## config.mk

```make
export PLATFORM = sky130hd
export DESIGN_NAME = power_mode_ctrl
export DESIGN_NICKNAME = d
export VERILOG_FILES = /design/src/design/pwr_clk_pkg.sv /design/src/design/pb_divider.sv /design/src/design/power_mode_ctrl.sv
export SDC_FILE = /design/constraint.sdc
export NUM_CORES = 1
export LEC_CHECK = 0
export BUFFER_PORTS_ARGS = -buffer_cell sky130_fd_sc_hd__buf_2
export CAP_MARGIN = 15
export CORE_AREA = 5 5 125 80
export CTS_CLUSTER_SIZE = 8
export DETAILED_ROUTE_END_ITERATION = 8
export DIE_AREA = 0 0 130 85
export PLACE_DENSITY = 0.58
export SYNTH_ARGS = -nofsm -noshare
export SYNTH_HDL_FRONTEND = slang
export SYNTH_SLANG_ARGS = --single-unit
```

## constraint.sdc

```tcl
create_clock -name REF_CLK -period 5.72 [get_ports REF_CLK]
set_input_delay 0.286 -clock REF_CLK [delete_from_list [all_inputs] [get_ports REF_CLK]]
set_output_delay 0.286 -clock REF_CLK [all_outputs]
set_load 0.05 [all_outputs]
```

## src/design/pwr_clk_pkg.sv

```systemverilog
package pwr_clk_pkg;
  // Register byte offsets on the APB.
  localparam logic [11:0] OSC_CTRL_OFF = 12'h000;
  localparam logic [11:0] PERIPH_IDLE_OFF = 12'h004;
  localparam logic [11:0] POWER_STAT_OFF = 12'h008;
  localparam logic [11:0] CLK_SWITCH_OFF = 12'h00c;
  // Field positions in the oscillator control register.
  localparam int SLEEP_SEL_POS = 4;
  localparam int DIV_LO_POS = 19;
  localparam int DIV_HI_POS = 20;
  // Reset values.
  localparam logic [1:0] DIV_RESET = 2'h0;
  localparam logic SLEEP_SEL_RESET = 1'b0;
  // Start-up delays in ns, and the 50 MHz clock period.
  localparam int CLK_PERIOD_NS = 20;
  localparam int OSC_START_NS = 1000;
  localparam int PLL_LOCK_NS = 2000;
  localparam int OSC_START_CYC = (OSC_START_NS + CLK_PERIOD_NS - 1) / CLK_PERIOD_NS;
  localparam int PLL_LOCK_CYC = (PLL_LOCK_NS + CLK_PERIOD_NS - 1) / CLK_PERIOD_NS;
  localparam int NUM_PERIPH = 8;
  typedef enum logic [1:0] {RUN, IDLE, SLEEP} pmode_e;
endpackage : pwr_clk_pkg

```

## src/design/pb_divider.sv

```systemverilog
`timescale 1ns/10ps
`default_nettype none
// Divides the system clock into a one-cycle enable. While running, a new ratio is
// only adopted at the end of a full period, so the enable never glitches.
module pb_divider (
  input wire logic clk,
  input wire logic rst,
  input wire logic run,
  input wire logic [1:0] div_sel,
  output logic tick
);
  logic [2:0] cnt_r;
  logic [1:0] cur_r;
  wire [2:0] limit = (3'h1 << cur_r) - 3'h1;
  wire wrap = (cnt_r >= limit);

  always_ff @(posedge clk) begin
    if (rst) begin
      cnt_r <= 3'h0;
      cur_r <= 2'h0;
    end else if (run) begin
      cnt_r <= wrap ? 3'h0 : cnt_r + 3'h1;
      if (wrap) begin
        cur_r <= div_sel;
      end
    end else begin
      cnt_r <= 3'h0;
      cur_r <= div_sel;
    end
  end

  assign tick = run & wrap;

  a_tick_gap: assert property (@(posedge clk) disable iff (rst)
    tick && div_sel == 2'h3 |=> !tick [*7])
    else $error("divide-by-8 tick spacing wrong");
endmodule : pb_divider
`default_nettype wire

```

## src/design/power_mode_ctrl.sv

```systemverilog
`timescale 1ns/10ps
`default_nettype none
// Function
// Sleep wakes on enabled sleep-capable interrupt above CPU priority.
// Sleep also ends on any reset or watchdog time-out.
// Low-priority Sleep wake keeps CPU halted, restarts bus clock, enters Idle.
// Idle halts the CPU while the system clock keeps running.
// Peripherals with stop-in-idle set halt in Idle; others run.
// Wait with sleep-select clear enters Idle.
// Idle ends on enabled interrupt above CPU priority only.
// Idle also ends on any reset or watchdog time-out.
// Bus clock is system clock divided by 1, 2, 4 or 8 from field 20:19.
// Divider affects bus-clock peripherals only, not system-clock blocks.
// CPU peripheral read completes at the next bus clock edge.
// Switching to a stopped crystal or PLL source applies start-up delays.
// Software should pick the slowest adequate bus clock.
// Wait with sleep-select set enters Sleep, stopping CPU and bus clock.
// Divider codes 00..11 mean 1:1..1:8; changes apply glitch-free.
module power_mode_ctrl
  import pwr_clk_pkg::*;
#(
  parameter int NPER = NUM_PERIPH,
  parameter int PRIO_W = 3
) (
  // Clock and reset.
  input wire logic REF_CLK,
  input wire logic RESET,
  // APB slave.
  input wire logic PSEL,
  input wire logic PENABLE,
  input wire logic PWRITE,
  input wire logic [11:0] PADDR,
  input wire logic [31:0] PWDATA,
  output logic [31:0] PRDATA,
  output logic PREADY,
  output logic PSLVERR,
  // CPU and interrupt controller.
  input wire logic WAIT_EXEC,
  input wire logic [PRIO_W-1:0] CPU_PRIO,
  input wire logic IRQ_VALID,
  input wire logic IRQ_SLEEP_OK,
  input wire logic [PRIO_W-1:0] IRQ_PRIO,
  input wire logic WDT_TIMEOUT,
  input wire logic DEV_RESET,
  // Peripheral read handshake.
  input wire logic PB_READ_REQ,
  output logic PB_READ_DONE,
  // Clock source status.
  input wire logic SRC_IS_CRYSTAL,
  input wire logic SRC_USES_PLL,
  // Clock outputs and enables.
  output logic CPU_HALT,
  output logic SYS_CLK_EN,
  output logic PB_CLK_EN,
  output logic [NPER-1:0] PERIPH_CLK_EN,
  output logic CLK_SWITCH_BUSY,
  output logic [1:0] POWER_MODE
);
  initial begin
    if (NPER < 1 || NPER > 32) $error("NPER must be 1 to 32");
    if (PRIO_W < 1 || PRIO_W > 8) $error("PRIO_W must be 1 to 8");
  end

  pmode_e mode_r, mode_nxt;
  logic sleep_sel_r;
  logic [1:0] pb_div_r;
  logic [NPER-1:0] stop_idle_r;
  logic src_on_r;
  logic [15:0] delay_r, delay_nxt;
  logic rd_pend_r;
  logic [31:0] prdata_r;
  logic pready_r;
  logic pb_tick;

  // Bus decode.
  wire setup = PSEL & ~PENABLE;
  // Writes land at the access edge where PREADY is seen high, as the master expects.
  wire access = PSEL & PENABLE & pready_r;
  wire wr = access & PWRITE;
  wire hit_osc = (PADDR == OSC_CTRL_OFF);
  wire hit_idle = (PADDR == PERIPH_IDLE_OFF);
  wire hit_stat = (PADDR == POWER_STAT_OFF);
  wire hit_sw = (PADDR == CLK_SWITCH_OFF);
  wire hit_any = hit_osc | hit_idle | hit_stat | hit_sw;

  // Wake conditions: reset forms and watchdog override everything.
  wire hard_wake = DEV_RESET | WDT_TIMEOUT;
  wire prio_above = IRQ_PRIO > CPU_PRIO;
  wire sleep_irq = IRQ_VALID & IRQ_SLEEP_OK;

  function automatic logic [31:0] pad(input logic [31:0] v);
    pad = v;
  endfunction : pad

  wire [31:0] osc_word = pad({11'h0, pb_div_r, 14'h0, sleep_sel_r, 4'h0});
  wire [31:0] stat_word = pad({14'h0, CLK_SWITCH_BUSY, 13'h0, src_on_r, 1'b0, mode_r});
  wire [31:0] idle_word = pad({{(32 - NPER){1'b0}}, stop_idle_r});
  wire [31:0] rd_mux = hit_osc ? osc_word : hit_idle ? idle_word :
                       hit_stat ? stat_word : 32'h0;

  // Writes to the clock switch register with bit 0 set request a new source; the written
  // running flag decides, since the stored one still describes the old source.
  wire sw_req = wr & hit_sw & PWDATA[0];
  wire [15:0] sw_delay = (!PWDATA[1] && (SRC_IS_CRYSTAL || SRC_USES_PLL)) ?
    16'((SRC_IS_CRYSTAL ? OSC_START_CYC : 0) + (SRC_USES_PLL ? PLL_LOCK_CYC : 0)) : 16'h0;

  always_comb begin
    mode_nxt = mode_r;
    case (mode_r)
      RUN: begin
        if (WAIT_EXEC && !hard_wake) begin
          mode_nxt = sleep_sel_r ? SLEEP : IDLE;
        end
      end
      IDLE: begin
        if (hard_wake || (IRQ_VALID && prio_above)) begin
          mode_nxt = RUN;
        end
      end
      SLEEP: begin
        if (hard_wake || (sleep_irq && prio_above)) begin
          mode_nxt = RUN;
        end else if (sleep_irq) begin
          mode_nxt = IDLE;
        end
      end
      default: mode_nxt = RUN;
    endcase
  end

  always_comb begin
    delay_nxt = delay_r;
    if (sw_req) begin
      delay_nxt = sw_delay;
    end else if (delay_r != 16'h0) begin
      delay_nxt = delay_r - 16'h1;
    end
  end

  always_ff @(posedge REF_CLK) begin
    if (RESET) begin
      mode_r <= RUN;
      delay_r <= 16'h0;
    end else begin
      mode_r <= mode_nxt;
      delay_r <= delay_nxt;
    end
  end

  always_ff @(posedge REF_CLK) begin
    if (RESET) begin
      sleep_sel_r <= SLEEP_SEL_RESET;
      pb_div_r <= DIV_RESET;
      stop_idle_r <= '0;
      src_on_r <= 1'b1;
    end else begin
      if (wr && hit_osc) begin
        sleep_sel_r <= PWDATA[SLEEP_SEL_POS];
        pb_div_r <= PWDATA[DIV_HI_POS:DIV_LO_POS];
      end
      if (wr && hit_idle) begin
        stop_idle_r <= PWDATA[NPER-1:0];
      end
      if (wr && hit_sw) begin
        src_on_r <= PWDATA[1];
      end
    end
  end

  // APB answers one cycle after setup, so no access has a wait state.
  always_ff @(posedge REF_CLK) begin
    if (RESET) begin
      pready_r <= 1'b0;
      prdata_r <= 32'h0;
      PSLVERR <= 1'b0;
    end else begin
      pready_r <= setup;
      PSLVERR <= setup & ~hit_any;
      prdata_r <= (setup && !PWRITE) ? rd_mux : 32'h0;
    end
  end
  assign PREADY = pready_r;
  assign PRDATA = prdata_r;

  // The divider only restarts from zero after Sleep, so the first bus edge
  // after wake lands a full period later.
  wire pb_run = (mode_r != SLEEP);
  pb_divider u_div (
    .clk(REF_CLK),
    .rst(RESET),
    .run(pb_run),
    .div_sel(pb_div_r),
    .tick(pb_tick)
  );

  // A peripheral read is held until the next bus clock edge.
  always_ff @(posedge REF_CLK) begin
    if (RESET) begin
      rd_pend_r <= 1'b0;
      PB_READ_DONE <= 1'b0;
    end else begin
      PB_READ_DONE <= (PB_READ_REQ | rd_pend_r) & pb_tick;
      rd_pend_r <= (PB_READ_REQ | rd_pend_r) & ~pb_tick;
    end
  end

  // Gating of bus-clock peripherals; system-clock blocks see SYS_CLK_EN only.
  genvar g;
  generate
    for (g = 0; g < NPER; g++) begin : g_per
      always_ff @(posedge REF_CLK) begin
        if (RESET) begin
          PERIPH_CLK_EN[g] <= 1'b0;
        end else begin
          PERIPH_CLK_EN[g] <= pb_tick & ~(mode_nxt == IDLE && stop_idle_r[g]);
        end
      end
    end
  endgenerate

  always_ff @(posedge REF_CLK) begin
    if (RESET) begin
      CPU_HALT <= 1'b0;
      SYS_CLK_EN <= 1'b1;
      PB_CLK_EN <= 1'b0;
      CLK_SWITCH_BUSY <= 1'b0;
      POWER_MODE <= 2'h0;
    end else begin
      CPU_HALT <= (mode_nxt != RUN) | (delay_nxt != 16'h0);
      SYS_CLK_EN <= (mode_nxt != SLEEP);
      PB_CLK_EN <= pb_tick;
      CLK_SWITCH_BUSY <= (delay_nxt != 16'h0);
      POWER_MODE <= mode_nxt;
    end
  end

  a_idle_entry: assert property (@(posedge REF_CLK) disable iff (RESET)
    mode_r == RUN && WAIT_EXEC && !hard_wake && !sleep_sel_r
      |=> mode_r == IDLE && CPU_HALT && SYS_CLK_EN)
    else $error("wait with sleep-select clear did not enter Idle");
  a_sleep_entry: assert property (@(posedge REF_CLK) disable iff (RESET)
    mode_r == RUN && WAIT_EXEC && !hard_wake && sleep_sel_r
      |=> mode_r == SLEEP && !SYS_CLK_EN ##1 !PB_CLK_EN)
    else $error("wait with sleep-select set did not enter Sleep");
  a_sleep_wake: assert property (@(posedge REF_CLK) disable iff (RESET)
    mode_r == SLEEP && sleep_irq && prio_above |=> mode_r == RUN && !CPU_HALT)
    else $error("high priority interrupt did not wake from Sleep");
  a_sleep_hard: assert property (@(posedge REF_CLK) disable iff (RESET)
    mode_r == SLEEP && hard_wake |=> mode_r == RUN)
    else $error("reset or watchdog did not end Sleep");
  a_sleep_low: assert property (@(posedge REF_CLK) disable iff (RESET)
    mode_r == SLEEP && sleep_irq && !prio_above && !hard_wake
      |=> mode_r == IDLE && CPU_HALT)
    else $error("low priority wake did not move to Idle");
  a_idle_stay: assert property (@(posedge REF_CLK) disable iff (RESET)
    mode_r == IDLE && IRQ_VALID && !prio_above && !hard_wake |=> mode_r == IDLE)
    else $error("low priority interrupt left Idle");
  a_idle_exit: assert property (@(posedge REF_CLK) disable iff (RESET)
    mode_r == IDLE && (hard_wake || (IRQ_VALID && prio_above)) |=> mode_r == RUN)
    else $error("Idle did not end on wake event");
  a_idle_stop: assert property (@(posedge REF_CLK) disable iff (RESET)
    mode_r == IDLE && mode_nxt == IDLE && stop_idle_r[0] |=> !PERIPH_CLK_EN[0])
    else $error("stopped peripheral clocked in Idle");
  a_read_done: assert property (@(posedge REF_CLK) disable iff (RESET)
    PB_READ_REQ && pb_tick |=> PB_READ_DONE)
    else $error("peripheral read not completed at bus edge");
  a_switch_delay: assert property (@(posedge REF_CLK) disable iff (RESET)
    sw_req && sw_delay > 16'h1 |=> CLK_SWITCH_BUSY ##1 CLK_SWITCH_BUSY)
    else $error("start-up delay not applied");
endmodule : power_mode_ctrl
`default_nettype wire

```

==> impl_metrics.csv <==
group,metric,value,unit
status,result_of_the_run,"finished, final reports clean",
finish,share_of_post_route_cells_with_drive_strength_above_1,22.4,%
setup_path,regToRegSetupSlack,2.64,ns
die,die_width,130,microns
grt,gr-total-overflow,0,
logic_synthesis,synth-seq-cells,62,
setup_path,endpoint_kind,"flop",
detailed_routing,routed-via-count,2573,
clock_tree,cts_htree_levels,3,
sta,tightest_slew,1.06,ns
logic_synthesis,asyncSetResetFlopFracSynth,0,%
power,p_seq_share,33.7,%
clock_tree,cts_hold_buf,0,
logic_synthesis,number_of_enable_type_register_cells_in_the_synthesized_netlist,0,
finish,layout.core_utilization,40.8,%
sta,drv_slew,0,
finish,layout.cells.most_common,"sky130_fd_sc_hd__buf_2",
grt,grt_first_pass_wirelength,12200,microns
power,power.clock.fraction,28.8,%
power,switching_power,0.611,mW
finish,multi_input_logic_area,0.00155,sq mm
placement,dpl.hpwl,5840,microns
die,core_area,0.00878,sq mm
die,io_pins,112,
setup_path,required,5.90,ns
sta,final.hold.worst_slack,0.200,ns
clock_tree,clock-sinks,62,
power,power_leakage,1.60,nW
clock_tree,postCtsSetupRepairBufs,0,
clock_tree,cts_tree,"yes",
power,comb_power_share,37.5,%
finish,register_area,0.00124,sq mm
placement,placement.io_buffers,68,
sta,final_hold_viol_count,0,
job,maxCapViolCount,0,
grt,vias_in_the_first_global_route,2427,
logic_synthesis,synthesis.area,0.00296,sq mm
setup_path,cp_data_arrival_time,3.26,ns
clock_tree,insertion_delay,0.32,ns
logic_synthesis,yosys.cell_types.count,49,
finish,layout.cells.most_common_list,"sky130_fd_sc_hd__buf_2 (68), sky130_fd_sc_hd__dfxtp_1 (62), sky130_fd_sc_hd__nor2_1 (50)",
logic_synthesis,netlist_instances,338,
placement,place_congestion,0.930,
detailed_routing,wl_per_cell,14.2,microns
sta,crit_share_post_route,53.9,%
detailed_routing,drt_first_pass_iters,4,
finish,num_antenna_cells,0,
finish,synthToLayoutAreaGrowth,21.0,%
power,switching_part_of_the_total_power,37.9,%
finish,num-nets-final,482,
power,power,1.61,mW
clock_tree,clk_pin_slew,0.05,ns
clock_tree,cts_buffer_depth,2,
logic_synthesis,yosys_warnings,0,
grt,antenna_found_initial,0,
logic_synthesis,postSynthAreaPerCell,8.77,sq um
finish,fill_cells,895,
sta,maxSlewHeadroom,29.4,%
detailed_routing,drt.antenna.violating_nets,0,
sta,grt_setup_unrepaired,"no",
setup_path,worst_setup_path_start_kind,"flop",
logic_synthesis,fraction_of_the_yosys_area_taken_by_sequential_cells,41.9,%
die,effective_utilization_at_floorplan,33.7,%
detailed_routing,dr.first_iter.drc_count,193,
clock_tree,cts-buffers-inserted,9,
sta,maxClockFrequency,0.325,GHz
power,internal_power,1.00,mW
clock_tree,cts_root_buf,"sky130_fd_sc_hd__clkbuf_16",
power,maximum_ir_drop_on_the_vdd_rail,0.142,mV
detailed_routing,vias_per_instance,4.88,
sta,finalSetupViolations,0,
grt,grt_start_max_net_pins,32,
die,rows,27,
clock_tree,postCtsResizedCells,0,
die,die_y,85,microns
sta,clock_skew,0.00609,ns
setup_path,worstSetupPathType,"flop to flop",
die,die_area,0.0111,sq mm
worst_hold_path,hold_class,"input pin to flop",
power,power_density,450,mW/mm^2
grt,grt.total_usage,14.1,%
setup_path,worst-path-max-fanout,8,
sta,post-route-min-period,3.08,ns
detailed_routing,route.detailed.drc,0,
logic_synthesis,postSynth.topFlopCell,"sky130_fd_sc_hd__dfxtp_1",
sta,setup_total_negative_slack,0,ns
detailed_routing,drt_wl_total,7500,microns
==> power by group through the flow <==
stage / sequential [mW] / combinational (mW) / clock, mW
CTS: 0.543 / 0.596 / 0.477
global placement: 0.549 / 0.588 / 0
detailed placement: 0.551 / 0.591 / 0
finish: 0.544 / 0.605 / 0.465
floorplan: 0.557 / 0.460 / 0
global route: 0.553 / 0.670 / 0.504
==> final timing paths <==
check,depth (start not counted),from,endpoint
worst min-delay path,3,PWDATA[3],stop_idle_r[3]
worst min register to register,1,stop_idle_r[2],PERIPH_CLK_EN[2]
worst max register to register,6,delay_r[2],CPU_HALT
worst max-delay path,6,delay_r[2],CPU_HALT
==> cells in the mapped netlist (2+ instances only) <==
library cell | number | area share [%]
sky130_fd_sc_hd__and2_1 | 3 | 0.63
sky130_fd_sc_hd__o31a_1 | 3 | 0.89
sky130_fd_sc_hd__a31oi_1 | 2 | 0.42
sky130_fd_sc_hd__nand4_1 | 5 | 1.1
sky130_fd_sc_hd__o21ba_2 | 2 | 0.68
sky130_fd_sc_hd__xnor2_1 | 3 | 0.89
sky130_fd_sc_hd__buf_4 | 21 | 5.3
sky130_fd_sc_hd__o31ai_1 | 3 | 0.76
sky130_fd_sc_hd__nor3b_1 | 4 | 1.0
sky130_fd_sc_hd__nor3_1 | 13 | 2.2
sky130_fd_sc_hd__mux2i_1 | 17 | 5.7
sky130_fd_sc_hd__nand2b_1 | 4 | 0.84
sky130_fd_sc_hd__nor2b_1 | 5 | 1.1
sky130_fd_sc_hd__or2_2 | 2 | 0.42
sky130_fd_sc_hd__and4_1 | 4 | 1.2
sky130_fd_sc_hd__and3_1 | 5 | 1.1
sky130_fd_sc_hd__o21ai_0 | 8 | 1.4
sky130_fd_sc_hd__a22oi_1 | 3 | 0.76
sky130_fd_sc_hd__nand2_1 | 20 | 2.5
sky130_fd_sc_hd__a41oi_1 | 2 | 0.59
sky130_fd_sc_hd__nor2_1 | 50 | 6.3
sky130_fd_sc_hd__a21o_1 | 2 | 0.51
sky130_fd_sc_hd__nand3_1 | 10 | 1.7
sky130_fd_sc_hd__nand3b_1 | 2 | 0.51
sky130_fd_sc_hd__dfxtp_1 | 62 | 42
sky130_fd_sc_hd__nand4b_1 | 2 | 0.59
sky130_fd_sc_hd__inv_1 | 14 | 1.8
sky130_fd_sc_hd__clkbuf_1 | 9 | 1.1
sky130_fd_sc_hd__or3_1 | 6 | 1.3
sky130_fd_sc_hd__ha_1 | 12 | 5.1
sky130_fd_sc_hd__nor4_1 | 6 | 1.3
sky130_fd_sc_hd__a21oi_1 | 17 | 2.9
==> sequential cells by signal, summed over array words and instances, names as in the netlist, 2 cells and up <==
| name | flops |
|---|---|
| POWER_MODE | 2 |
| stop_idle_r | 8 |
| PRDATA | 11 |
| u_div.cur_r | 2 |
| PERIPH_CLK_EN | 8 |
| pb_div_r | 2 |
| delay_r | 16 |
| u_div.cnt_r | 3 |
==> critical path, cell delays in order (launching register included) <==
cell and delay, ns:
sky130_fd_sc_hd__dfxtp_1 0.38, sky130_fd_sc_hd__nor4_1 0.88, sky130_fd_sc_hd__nand4b_1 0.19, sky130_fd_sc_hd__mux2_2 0.35, sky130_fd_sc_hd__or4_4 0.49, sky130_fd_sc_hd__a2111oi_2 0.52
sky130_fd_sc_hd__a21oi_1 0.13
==> through the flow <==
step                setup WS, ns  std cells  instance area [sq um]
global route                2.46        527                   3590
finish                      2.64        527                   3590
floorplan                   3.15        358                   3040
CTS                         2.73        527                   3590
detailed placement          2.74        512                   3340
global placement            2.75        512                   3340
==> per-layer routing <==
metal	share of wire [%]	routed length (microns)	up-vias	GRT usage [%]
met5	0	0	-	0
met4	1.4	108	0	5.28
met3	8.1	607	11	5.03
met2	39	2890	93	18.1
met1	52	3890	1176	21.0
li1	-	-	1293	-
==> cell families (layout without fill, tap and decap cells) <==
kind of cell | count (synthesis) | after routing | synth area share [%]
xor+xnor | 3 | 3 | 0.887
compound gates | 49 | 49 | 10.9
simple gates | 148 | 148 | 26.6
fa+ha+maj | 12 | 12 | 5.07
mux | 18 | 18 | 6.12
buf+inv | 45 | 98 | 8.36
other cells | 1 | 21 | 0.127
flops | 62 | 62 | 41.9
==> final cells by class <==
type	instances	share of cell area, %
sequential	62	34.6
multi-input combinational	251	43.2
clock buffer	13	6.70
inverter	14	1.46
clock inverter	2	0.279
timing repair buffer	69	9.70
tap	116	4.05
No activity file was read; power rests on OpenSTA's default activity.
